--- config.mk ---
export PLATFORM = sky130hd
export DESIGN_NAME = mcu_clock_generation_control
export DESIGN_NICKNAME = d
export VERILOG_FILES = /design/src/rtl/clkgen_pkg.sv /design/src/rtl/wake_timer.sv /design/src/rtl/mcu_clock_generation_control.sv
export VERILOG_INCLUDE_DIRS = /design/src /design/src/rtl
export SDC_FILE = /design/constraint.sdc
export NUM_CORES = 1
export LEC_CHECK = 0
export BUFFER_PORTS_ARGS = -buffer_cell sky130_fd_sc_hd__buf_4
export CORE_ASPECT_RATIO = 0.5
export CORE_MARGIN = 4
export CORE_UTILIZATION = 50
export CTS_CLUSTER_DIAMETER = 30
export DETAILED_ROUTE_END_ITERATION = 16
export GPL_ROUTABILITY_DRIVEN = 0
export PLACE_DENSITY = 0.77
export SETUP_SLACK_MARGIN = 0.2
export SLEW_MARGIN = 20
export SYNTH_ARGS = -nofsm -noshare
export SYNTH_HDL_FRONTEND = slang
export SYNTH_SLANG_ARGS = --single-unit
--- constraint.sdc ---
create_clock -name hclk -period 2.86 [get_ports hclk]
set_input_delay 0.572 -clock hclk [delete_from_list [all_inputs] [get_ports hclk]]
set_output_delay 0.572 -clock hclk [all_outputs]
set_load 0.005 [all_outputs]
--- src/rtl/clkgen_defines.svh ---
// Offsets, field positions, reset values and timing counts of the clock block.
// Assumes nothing; it is included by the package users before any module.
`ifndef CLKGEN_DEFINES_SVH
`define CLKGEN_DEFINES_SVH

`define CLK_PERIOD_NS     50

// Register indices; the byte address on the bus is four times the index.
`define IDX_CPU_DIV       8'h95
`define IDX_RC_TUNE       8'h96
`define IDX_STATUS        8'h97

`define TUNE_W            6
`define TUNE_EN_BIT       6
`define TUNE_FACTORY      6'h20
`define DIV_RESET         8'h00

// Source selection codes held in the non-volatile configuration.
`define SRC_RC            3'h0
`define SRC_WDT           3'h1
`define SRC_XLOW          3'h2
`define SRC_XMED          3'h3
`define SRC_XHIGH         3'h4
`define SRC_EXT           3'h5

// Crystal amplifier range codes.
`define XG_OFF            2'h0
`define XG_LOW            2'h1
`define XG_MED            2'h2
`define XG_HIGH           2'h3

`define WAKE_XTAL_CYC     10'd992
`define WAKE_OTHER_CYC    10'd224
`define ANALOG_DELAY_NS   60000
`define ANALOG_DELAY_CYC  ((`ANALOG_DELAY_NS + `CLK_PERIOD_NS - 1) / `CLK_PERIOD_NS)

// Status register fields.
`define ST_SRC_LSB        0
`define ST_RUN_BIT        3
`define ST_DRIVE_BIT      4

`endif

--- src/rtl/clkgen_pkg.sv ---
// Types shared by the clock generation block and its wake-up timer.
// Assumes a single clock domain on hclk.
package clkgen_pkg;

  typedef struct packed {
    logic osc;
    logic cpu;
    logic pclk;
    logic mcycle;
  } clk_ticks_s;

  typedef struct packed {
    logic [2:0] src;
    logic       rtc_on_xtal;
  } osc_cfg_s;

  typedef enum logic [1:0] {
    wake_osc,
    wake_analog,
    wake_run
  } wake_state_e;

endpackage

--- src/rtl/wake_timer.sv ---
// Wake-up hold timer: counts oscillator ticks, then a fixed analog delay.
// Assumes osc_tick is a one-cycle pulse on hclk per oscillator edge.
`include "clkgen_defines.svh"

module wake_timer (
  input  wire logic hclk,      // System clock.
  input  wire logic hresetn,   // Asynchronous reset, active low.
  input  wire logic ce,        // Clock enable; freezes state when low.
  input  wire logic restart,   // Start a new hold period.
  input  wire logic osc_tick,  // One pulse per oscillator clock.
  input  wire logic xtal_src,  // A crystal range is selected.
  output logic      run        // Hold period over.
);

  clkgen_pkg::wake_state_e state_q;
  logic [9:0]              osc_cnt_q;
  logic [10:0]             dly_cnt_q;
  logic [9:0]              limit;

  assign limit = xtal_src ? `WAKE_XTAL_CYC : `WAKE_OTHER_CYC;
  assign run   = (state_q == clkgen_pkg::wake_run);

  always_ff @(posedge hclk or negedge hresetn) begin
    if (!hresetn) begin
      state_q <= clkgen_pkg::wake_osc;
    end else if (ce) begin
      if (restart) begin
        state_q <= clkgen_pkg::wake_osc;
      end else begin
        case (state_q)
          clkgen_pkg::wake_osc: begin
            if (osc_tick && osc_cnt_q == limit - 10'h1) begin
              state_q <= clkgen_pkg::wake_analog;
            end
          end
          clkgen_pkg::wake_analog: begin
            if (dly_cnt_q == 11'(`ANALOG_DELAY_CYC - 1)) begin
              state_q <= clkgen_pkg::wake_run;
            end
          end
          default: ;
        endcase
      end
    end
  end

  always_ff @(posedge hclk or negedge hresetn) begin
    if (!hresetn) begin
      osc_cnt_q <= 10'h0;
      dly_cnt_q <= 11'h0;
    end else if (ce) begin
      if (restart || state_q == clkgen_pkg::wake_run) begin
        osc_cnt_q <= 10'h0;
        dly_cnt_q <= 11'h0;
      end else if (state_q == clkgen_pkg::wake_osc) begin
        if (osc_tick) begin
          osc_cnt_q <= osc_cnt_q + 10'h1;
        end
      end else begin
        dly_cnt_q <= dly_cnt_q + 11'h1;
      end
    end
  end

  // Helper: oscillator ticks seen since the last restart, saturating.
  logic [10:0] seen_q;
  always_ff @(posedge hclk or negedge hresetn) begin
    if (!hresetn) begin
      seen_q <= 11'h0;
    end else if (ce) begin
      if (restart) begin
        seen_q <= 11'h0;
      end else if (osc_tick && seen_q != 11'h7ff) begin
        seen_q <= seen_q + 11'h1;
      end
    end
  end
endmodule

--- src/rtl/mcu_clock_generation_control.sv ---
// Clock generation and selection: source select, CPU divider, peripheral
// clock, clock output pin and RC tuning register on an AHB-Lite slave.
// Assumes oscillator inputs are asynchronous to hclk and much slower.
//
// Notes on behaviour
// - machine cycle spans two CPU clocks.
// - peripheral clock is CPU clock halved.
// - oscillator clock from one of four configured sources.
// - CPU clock divides oscillator clock, up to 510.
// - crystal offers low, medium, high ranges.
// - clock output only without crystal use anywhere.
// - clock output driven only when enable set.
// - clock output toggles on every CPU clock, so runs at half CPU rate.
// - six-bit writable RC tuning field.
// - tuning reloads on power-on reset only.
// - watchdog oscillator selectable as clock source.
// - external clock on first pin, second released.
// - hold CPU clock after wake-up.
//
// Local design decision: the AHB-Lite register port.
`include "clkgen_defines.svh"

module mcu_clock_generation_control (
  input  wire logic                   hclk,               // 20 MHz clock.
  input  wire logic                   hresetn,            // Power-on reset, active low.
  input  wire logic                   ce,                 // Clock enable.
  input  wire logic                   hsel,               // AHB select.
  input  wire logic [31:0]            haddr,              // AHB address.
  input  wire logic [1:0]             htrans,             // AHB transfer type.
  input  wire logic                   hwrite,             // AHB write.
  input  wire logic [2:0]             hsize,              // AHB size.
  input  wire logic [31:0]            hwdata,             // AHB write data.
  input  wire logic                   hready,             // AHB ready in.
  output logic                        hreadyout,          // AHB ready out.
  output logic [31:0]                 hrdata,             // AHB read data.
  output logic                        hresp,              // AHB response.
  input  wire clkgen_pkg::osc_cfg_s   cfg,                // Non-volatile setup.
  input  wire logic                   sys_reset_req,      // Other reset source.
  input  wire logic                   wake_req,           // Wake-up event.
  input  wire logic                   rc_osc_clock,       // RC oscillator.
  input  wire logic                   wdt_osc_clock,      // Watchdog oscillator.
  input  wire logic                   first_crystal_pin,  // Crystal or ext clock.
  output clkgen_pkg::clk_ticks_s      ticks,              // Clock enable pulses.
  output logic                        cpu_running,        // Wake hold over.
  output logic [1:0]                  xtal_gain,          // Crystal range.
  output logic [`TUNE_W-1:0]          rc_tune,            // RC tuning value.
  output logic                        second_pin_out,     // Clock output level.
  output logic                        second_pin_oe_n,    // Low while driving.
  output logic                        second_pin_port     // Port owns the pin.
);

  // Strap capture after reset release.
  clkgen_pkg::osc_cfg_s cfg_q;
  logic                 cfg_ok_q;

  always_ff @(posedge hclk or negedge hresetn) begin
    if (!hresetn) begin
      cfg_q    <= '0;
      cfg_ok_q <= 1'b0;
    end else if (ce && !cfg_ok_q) begin
      cfg_q    <= cfg;
      cfg_ok_q <= 1'b1;
    end
  end

  logic xtal_src;
  assign xtal_src = (cfg_q.src == `SRC_XLOW) || (cfg_q.src == `SRC_XMED) ||
                    (cfg_q.src == `SRC_XHIGH);

  // Oscillator synchronisers, reset high: a pin idling high then gives no false edge.
  logic [2:0] osc_raw;
  logic [2:0] sync1_q;
  logic [2:0] sync2_q;
  logic [2:0] sync3_q;
  logic [2:0] osc_rise;

  assign osc_raw = {first_crystal_pin, wdt_osc_clock, rc_osc_clock};

  generate
    for (genvar g = 0; g < 3; g++) begin : g_sync
      always_ff @(posedge hclk or negedge hresetn) begin
        if (!hresetn) begin
          sync1_q[g] <= 1'b1;
          sync2_q[g] <= 1'b1;
          sync3_q[g] <= 1'b1;
        end else if (ce) begin
          sync1_q[g] <= osc_raw[g];
          sync2_q[g] <= sync1_q[g];
          sync3_q[g] <= sync2_q[g];
        end
      end
    end
  endgenerate

  assign osc_rise = sync2_q & ~sync3_q;

  logic osc_edge;
  always_comb begin
    case (cfg_q.src)
      `SRC_WDT:   osc_edge = osc_rise[1];
      `SRC_XLOW:  osc_edge = osc_rise[2];
      `SRC_XMED:  osc_edge = osc_rise[2];
      `SRC_XHIGH: osc_edge = osc_rise[2];
      `SRC_EXT:   osc_edge = osc_rise[2];
      default:    osc_edge = osc_rise[0];
    endcase
  end

  // Wake-up hold.
  logic run;
  logic restart;
  assign restart = !cfg_ok_q || sys_reset_req || wake_req;

  wake_timer u_wake (
    .hclk     (hclk),
    .hresetn  (hresetn),
    .ce       (ce),
    .restart  (restart),
    .osc_tick (osc_edge),
    .xtal_src (xtal_src),
    .run      (run)
  );

  // Registers.
  logic [7:0]        div_q;
  logic [`TUNE_W:0]  tune_q;
  logic              wr_q;
  logic [7:0]        widx_q;
  logic              acc;
  logic              mapped;
  logic [7:0]        idx;

  assign acc    = hsel && hready && htrans[1];
  assign mapped = (haddr[31:10] == 22'h0) && (haddr[1:0] == 2'h0);
  assign idx    = haddr[9:2];

  always_ff @(posedge hclk or negedge hresetn) begin
    if (!hresetn) begin
      wr_q   <= 1'b0;
      widx_q <= 8'h00;
    end else if (ce) begin
      wr_q   <= acc && hwrite && mapped;
      widx_q <= idx;
    end
  end

  always_ff @(posedge hclk or negedge hresetn) begin
    if (!hresetn) begin
      div_q <= `DIV_RESET;
    end else if (ce) begin
      if (sys_reset_req) begin
        div_q <= `DIV_RESET;
      end else if (wr_q && widx_q == `IDX_CPU_DIV) begin
        div_q <= hwdata[7:0];
      end
    end
  end

  always_ff @(posedge hclk or negedge hresetn) begin
    if (!hresetn) begin
      tune_q <= {1'b0, `TUNE_FACTORY};
    end else if (ce && wr_q && widx_q == `IDX_RC_TUNE) begin
      tune_q <= hwdata[`TUNE_W:0];
    end
  end

  logic drive_q;
  logic [31:0] rd_val;
  always_comb begin
    rd_val = 32'h0;
    if (idx == `IDX_CPU_DIV) begin
      rd_val[7:0] = div_q;
    end else if (idx == `IDX_RC_TUNE) begin
      rd_val[`TUNE_W:0] = tune_q;
    end else if (idx == `IDX_STATUS) begin
      rd_val[`ST_SRC_LSB +: 3] = cfg_q.src;
      rd_val[`ST_RUN_BIT]      = run;
      rd_val[`ST_DRIVE_BIT]    = drive_q;
    end
  end

  // Zero wait states; every answer is OKAY.
  always_ff @(posedge hclk or negedge hresetn) begin
    if (!hresetn) begin
      hrdata    <= 32'h0;
      hreadyout <= 1'b1;
      hresp     <= 1'b0;
    end else if (ce) begin
      hreadyout <= 1'b1;
      hresp     <= 1'b0;
      hrdata    <= (acc && !hwrite && mapped) ? rd_val : 32'h0;
    end
  end

  logic [8:0] cnt_q;
  logic [8:0] limit9;
  logic       cpu_tick;
  logic       phase_q;

  assign limit9   = {div_q, 1'b0};
  assign cpu_tick = run && osc_edge &&
                    (div_q == 8'h00 || cnt_q >= limit9 - 9'h1);

  always_ff @(posedge hclk or negedge hresetn) begin
    if (!hresetn) begin
      cnt_q <= 9'h0;
    end else if (ce) begin
      if (!run || cpu_tick) begin
        cnt_q <= 9'h0;
      end else if (osc_edge) begin
        cnt_q <= cnt_q + 9'h1;
      end
    end
  end

  // two CPU clocks per machine cycle
  always_ff @(posedge hclk or negedge hresetn) begin
    if (!hresetn) begin
      phase_q <= 1'b0;
    end else if (ce) begin
      if (!run) begin
        phase_q <= 1'b0;
      end else if (cpu_tick) begin
        phase_q <= !phase_q;
      end
    end
  end

  always_ff @(posedge hclk or negedge hresetn) begin
    if (!hresetn) begin
      ticks <= '0;
    end else if (ce) begin
      ticks.osc    <= osc_edge;
      ticks.cpu    <= cpu_tick;
      ticks.pclk   <= cpu_tick && phase_q;
      ticks.mcycle <= cpu_tick && phase_q;
    end
  end

  always_ff @(posedge hclk or negedge hresetn) begin
    if (!hresetn) begin
      xtal_gain   <= `XG_OFF;
      cpu_running <= 1'b0;
      rc_tune     <= `TUNE_FACTORY;
    end else if (ce) begin
      cpu_running <= run;
      rc_tune     <= tune_q[`TUNE_W-1:0];
      if (cfg_q.src == `SRC_XLOW) begin
        xtal_gain <= `XG_LOW;
      end else if (cfg_q.src == `SRC_XMED) begin
        xtal_gain <= `XG_MED;
      end else if (cfg_q.src == `SRC_XHIGH) begin
        xtal_gain <= `XG_HIGH;
      end else begin
        xtal_gain <= `XG_OFF;
      end
    end
  end

  logic permit;
  assign permit = cfg_ok_q && !xtal_src && !cfg_q.rtc_on_xtal &&
                  tune_q[`TUNE_EN_BIT];

  always_ff @(posedge hclk or negedge hresetn) begin
    if (!hresetn) begin
      drive_q         <= 1'b0;
      second_pin_oe_n <= 1'b1;
      second_pin_port <= 1'b0;
    end else if (ce) begin
      drive_q         <= permit;
      second_pin_oe_n <= !permit;
      second_pin_port <= cfg_ok_q && !permit && !xtal_src;
    end
  end

  always_ff @(posedge hclk or negedge hresetn) begin
    if (!hresetn) begin
      second_pin_out <= 1'b0;
    end else if (ce) begin
      if (!permit) begin
        second_pin_out <= 1'b0;
      end else if (cpu_tick) begin
        second_pin_out <= !second_pin_out;
      end
    end
  end

  // Helper for checks: CPU ticks since the last peripheral tick.
  logic [1:0] gap_q;
  always_ff @(posedge hclk or negedge hresetn) begin
    if (!hresetn) begin
      gap_q <= 2'h0;
    end else if (ce && (!run || ticks.pclk)) begin
      gap_q <= 2'h0;
    end else if (ce && ticks.cpu && gap_q != 2'h3) begin
      gap_q <= gap_q + 2'h1;
    end
  end
endmodule

# After elaboration in Yosys (flattened, before gate mapping)
# Cells that the tools add are included.
# W data, S select, Z words.
# classes
add_sub_neg	5
multipliers	0
div	0
magnitude_cmp	1
eq_ne	19
shift	0
n_mux	28
bitwise_logic	2
reduce_logical	52
# op_table
operator	count
$eq A8 B8 Y1 const B	5
$mux W10	4
$mux W8	3
$logic_not A22 Y1	1
$mux W11	2
$logic_and A1 B1 Y1	20
$mux W9	2
$mux W2	7
$add A11 B1 Y11 const B	1
$eq A11 B11 Y1 const B	1
$add A10 B1 Y10 const B	1
$eq A10 B10 Y1	1
$mux W5	2
$reduce_and A2 Y1	5
$sub A10 B1 Y10 const B	1
$add A9 B1 Y9 const B	1
$ge A9 B9 Y1	1
$sub A9 B1 Y9 const B	1
$logic_not A1 Y1	8
$logic_not A8 Y1	1
$reduce_bool A2 Y1	4
$logic_or A1 B1 Y1	7
$mux W7	1
$eq A3 B2 Y1 const B	2
17 further kinds	25
# totals
register_bits	119
latch_bits	0
ram_bits	0
mem_bits_ro	0
input_bits	84
out_inout_bits	50
wordCells	139
n_memories	0

# Longest topological paths before layout
# depth
ltp_word	10
depth_mapped	11
depth_no_buf	11

# By module
# A second synthesis with hierarchy kept.
# hier_totals
cells_unflattened	467
area_unflattened_um2	5052.3
# by_module_without_submodules
mod	instances	cells_per_inst	area_per_inst_um2	seq_area_each_um2
mcu_clock_generation_control	1	337	3799.9	1816.7
wake_timer	1	130	1252.5	575.6

# Worst setup path before layout
# No wires, ideal clock.
# synth_path
path_kind	flip-flop to flip-flop
from	register div_q[0]
to	register cnt_q[0]
arrival_ns	2.475
required_ns	2.750
slack_ns	0.274
path_stages_with_launch	12
synth_period_minus_slack_ns	2.586
path_cell_list	dfrtp_1 inv_1 ha_1 or3b_1 nor3_2 xnor2_1 ha_1 a21oi_1 nand2_1 a22oi_1 nand2_1 o41ai_1
# synth_between
elab_chain_cells	7
word_cells_on_any_way	9
cone_classes	add/sub: 1; order compare: 1; mux: 1; reduce/logical: 6
# synth_lines
element	line	text
from (decl)	mcu_clock_generation_control.sv:125	logic [7:0] div_q;
from (signal assigned)	mcu_clock_generation_control.sv:149	div_q <= `DIV_RESET;
from (signal assigned)	mcu_clock_generation_control.sv:152	div_q <= `DIV_RESET;
from (signal assigned)	mcu_clock_generation_control.sv:154	div_q <= hwdata[7:0];
$sub A9 B1 Y9	mcu_clock_generation_control.sv:202	(div_q == 8'h00 || cnt_q >= limit9 - 9'h1);
$ge A9 B9 Y1	mcu_clock_generation_control.sv:202	
$logic_or A1 B1 Y1 *	mcu_clock_generation_control.sv:202	
$logic_and A1 B1 Y1 *	mcu_clock_generation_control.sv:201	assign cpu_tick = run && osc_edge &&
$logic_or A1 B1 Y1 *	mcu_clock_generation_control.sv:208	if (!run || cpu_tick) begin
$reduce_bool A2 Y1 (no line)	--	
$reduce_and A2 Y1 (no line)	--	
to (signal assigned)	mcu_clock_generation_control.sv:211	cnt_q <= cnt_q + 9'h1;
to (decl)	mcu_clock_generation_control.sv:195	logic [8:0] cnt_q;
# Every way passes the cells marked *; elsewhere a longest branch is shown, timed or not.
# A chain may end at the register's enable or synchronous reset.

# Worst setup path in the final report
# layout_path
from	register div_q[1]
to	register phase_q
# layout_between
elab_chain_cells	6
word_cells_on_any_way	7
cone_classes	add/sub: 1; order compare: 1; eq/ne: 1; reduce/logical: 4
# layout_lines
element	line	text
$sub A9 B1 Y9	mcu_clock_generation_control.sv:202	
$ge A9 B9 Y1	mcu_clock_generation_control.sv:202	
$logic_or A1 B1 Y1 *	mcu_clock_generation_control.sv:202	
$logic_and A1 B1 Y1 *	mcu_clock_generation_control.sv:201	
$ne A2 B1 Y1 (no line) *	--	
$reduce_and A2 Y1 (no line) *	--	
to (signal assigned)	mcu_clock_generation_control.sv:224	phase_q <= !phase_q;
to (decl)	mcu_clock_generation_control.sv:198	logic phase_q;
# Marked as above.

==> out/qor.yml <==
critPathSlowestCell: "dfrtp_1"
dp_hpwl_um: 8320
grt.overflow.total: 0
crit_start: "div_q[1]"
critPathKind: "flop to flop"
wl_um: 11700
crit_path_max_fanout: 5
reg2reg_setup_slack_ns: 0.20
path_depth: 12
vdd_drop_max_v: 0.000277
fin_crit_sh: 0.930
synth-seq-area-share: 0.475
status: "complete, no violations"
initial_core_util: 0.523
finish.utilization: 0.642
crit_arrival_ns: 2.92
ys.flop_type: "dfrtp_1"
crit_required_ns: 3.12
synthesis.area_per_instance_um2: 10.8
clock-sinks: 95
ys_seq_elements: 95
cp-end-kind: "flop"
final_cell_area_mm2: 0.00618
p_per_area_mw_per_mm2: 513
grt_pass1_wl_um: 19500
critPathTopFamily: "simple AND/OR/NAND/NOR gates"
io_pins: 134
drcViolationCount: 0
diodes: 0
numCtsBuffers: 9
fmax_mhz: 376
reg2regPathDepth: 12
grt_usage: 0.206
synth_cell_types: 60
area_growth_pct: 22.7
critPathBufInv: 3
antenna_found_initial: 0
fin_nets: 651
drive_gt1_frac: 0.345
worstReg2RegEnd: "phase_q"
synth_top_area_frac: 0.412
clock_skew_ns: 0.00676
synth_area_leaders: "dfrtp_1 (41%), mux2_2 (9.8%), dfstp_2 (6.3%)"
post_drt_wl_per_cell_um: 16.8
timing.hold.ws_ns: 0.310
coreArea_mm2: 0.00963
async_flop_share: 1.00
synth_commonest_cells: "dfrtp_1 (83), mux2_2 (44), nor2_1 (29)"
path_cells: "inv_2 -> ha_4 -> or3b_4 -> buf_4 -> xor2_1 -> ha_1 -> nand4_1 -> nor2_1 -> a22oi_2 -> buf_6 -> a211oi_4 -> mux2i_1"
clockBufferDepth: 2
first_pass_iters: 4
vias: 3888
p_leak_nw: 2.80
die_x_um: 150
cts-root-buf: "clkbuf_16"
setup_viol: 0
synth_cells: 468
cts_tree: "yes"
first_global_vias: 3944
fin_setup_tns_ns: 0
path_clk_slew_ns: 0.06
grt_setup_unrepaired: "true"
cts_hold_buf: 0
viasPerCell: 5.60
yosysWarnings: 0
postRouteAntennaNets: 0
synth-edff-count: 0
start_kind: "flop"
port_buffers: 79
h-tree-depth: 3
endpoint: "phase_q"
drv_slew: 0
clock_latency_ns: 0.34
drv_cap: 0
num_rows: 25
cp_slowest_stage_delay_ns: 0.40
r2r_start: "div_q[1]"
placed_cells: 672
drt_iter0_markers: 290
synth.most_common_cell: "dfrtp_1"
grt_max_degree: 63
synth_area_mm2: 0.00504
finalHoldViolCount: 0
min_path_type: "input pin to asynchronous set/reset pin"
tightest_slew_ns: 0.797
finalNonFillerCells: 694
period_minus_slack_ns: 2.66
max-slew-margin-rel: 0.469
postPlaceCellArea_mm2: 0.00571
yosys.area.top_type: "dfrtp_1"
fp.dieH_um: 79.0
die-area_mm2: 0.0118
-- area by class of cell --
type                            instances  area, um^2
Multi-Input combinational cell        339        2530
Clock buffer                           12         256
Inverter                               13        48.8
Fill cell                             775        3450
Sequential cell                        95        2390
Timing Repair Buffer                   96         737
Clock inverter                          4        51.3
Tap cell                              135         169
-- layer usage --
layer,track usage,wire (um),vias to the layer above
li1,-,-,1817
met1,0.267,5170,1937
met2,0.345,5700,117
met3,0.0542,627,17
met4,0.0557,168,0
met5,0,0,-
-- timing repair --
item,CTS,global route
buffers inserted,3,3
setup endpoints to repair,12,13
gates resized for setup,14,8
pin swaps,11,3
hold endpoints to repair,0,0
-- stage by stage --
step                      power [mW]  setup slack, ns
after floorplan                 1.75            0.274
after global placement          1.90            0.121
after detailed placement        1.92           0.0278
after CTS                       3.17            0.192
after global routing            3.30            0.106
final                           3.17            0.199
-- cell families (layout without fill, tap and decap cells) --
family / after synthesis / in the layout / share of synthesized area
adders and majority gates: 13 / 13 / 0.0323
AOI/OAI and AO/OA: 90 / 90 / 0.123
buffers and inverters: 58 / 125 / 0.0636
DFF: 95 / 95 / 0.475
muxes: 47 / 47 / 0.107
other: 2 / 26 / 0.00149
xor gates and xnor gates: 24 / 24 / 0.0417
and+or+nand+nor: 139 / 139 / 0.156
-- registers in the layout, summed over array words and instances (netlist names), 2 cells and up --
register	count
tune_q	7
u_wake.osc_cnt_q	10
u_wake.dly_cnt_q	11
widx_q	8
ticks	3
hrdata	8
cnt_q	9
xtal_gain	2
sync1_q	3
u_wake.state_q	2
sync3_q	3
sync2_q	3
div_q	8
cfg_q	4
rc_tune	6
-- how the worst min path moves through the flow --
| stage | start | end | cells past startpoint |
|---|---|---|---|
| 2_1_floorplan | hresetn | cfg_ok_q | 0 |
| 5_1_grt | hresetn | wr_q | 1 |
| 3_3_place_gp | phase_q | phase_q | 1 |
| 3_5_place_dp | second_pin_oe_n | second_pin_oe_n | 2 |
| 6_report | hresetn | widx_q[5] | 1 |
| 4_1_cts | hresetn | widx_q[6] | 1 |
-- cells in the final DEF, fill, tap and decap left out, types with 9 or more instances in the layout --
master,count
xnor2_1,10
nand2_1,22
buf_4,94
o21ai_0,26
inv_1,11
xor2_1,14
dfrtp_1,83
dfstp_2,12
conb_1,26
ha_1,12
o2bb2ai_1,10
mux2_2,44
clkbuf_16,9
nor2b_1,12
nor2_1,29
-- where the power goes --
group	leakage, nW	internal (mW)	switching, mW
combinational	1.41	0.220	0.237
clock	0.149	0.728	0.499
sequential	1.24	1.42	0.0669
total	2.80	2.37	0.803
Power figures use the tool's default switching activity.
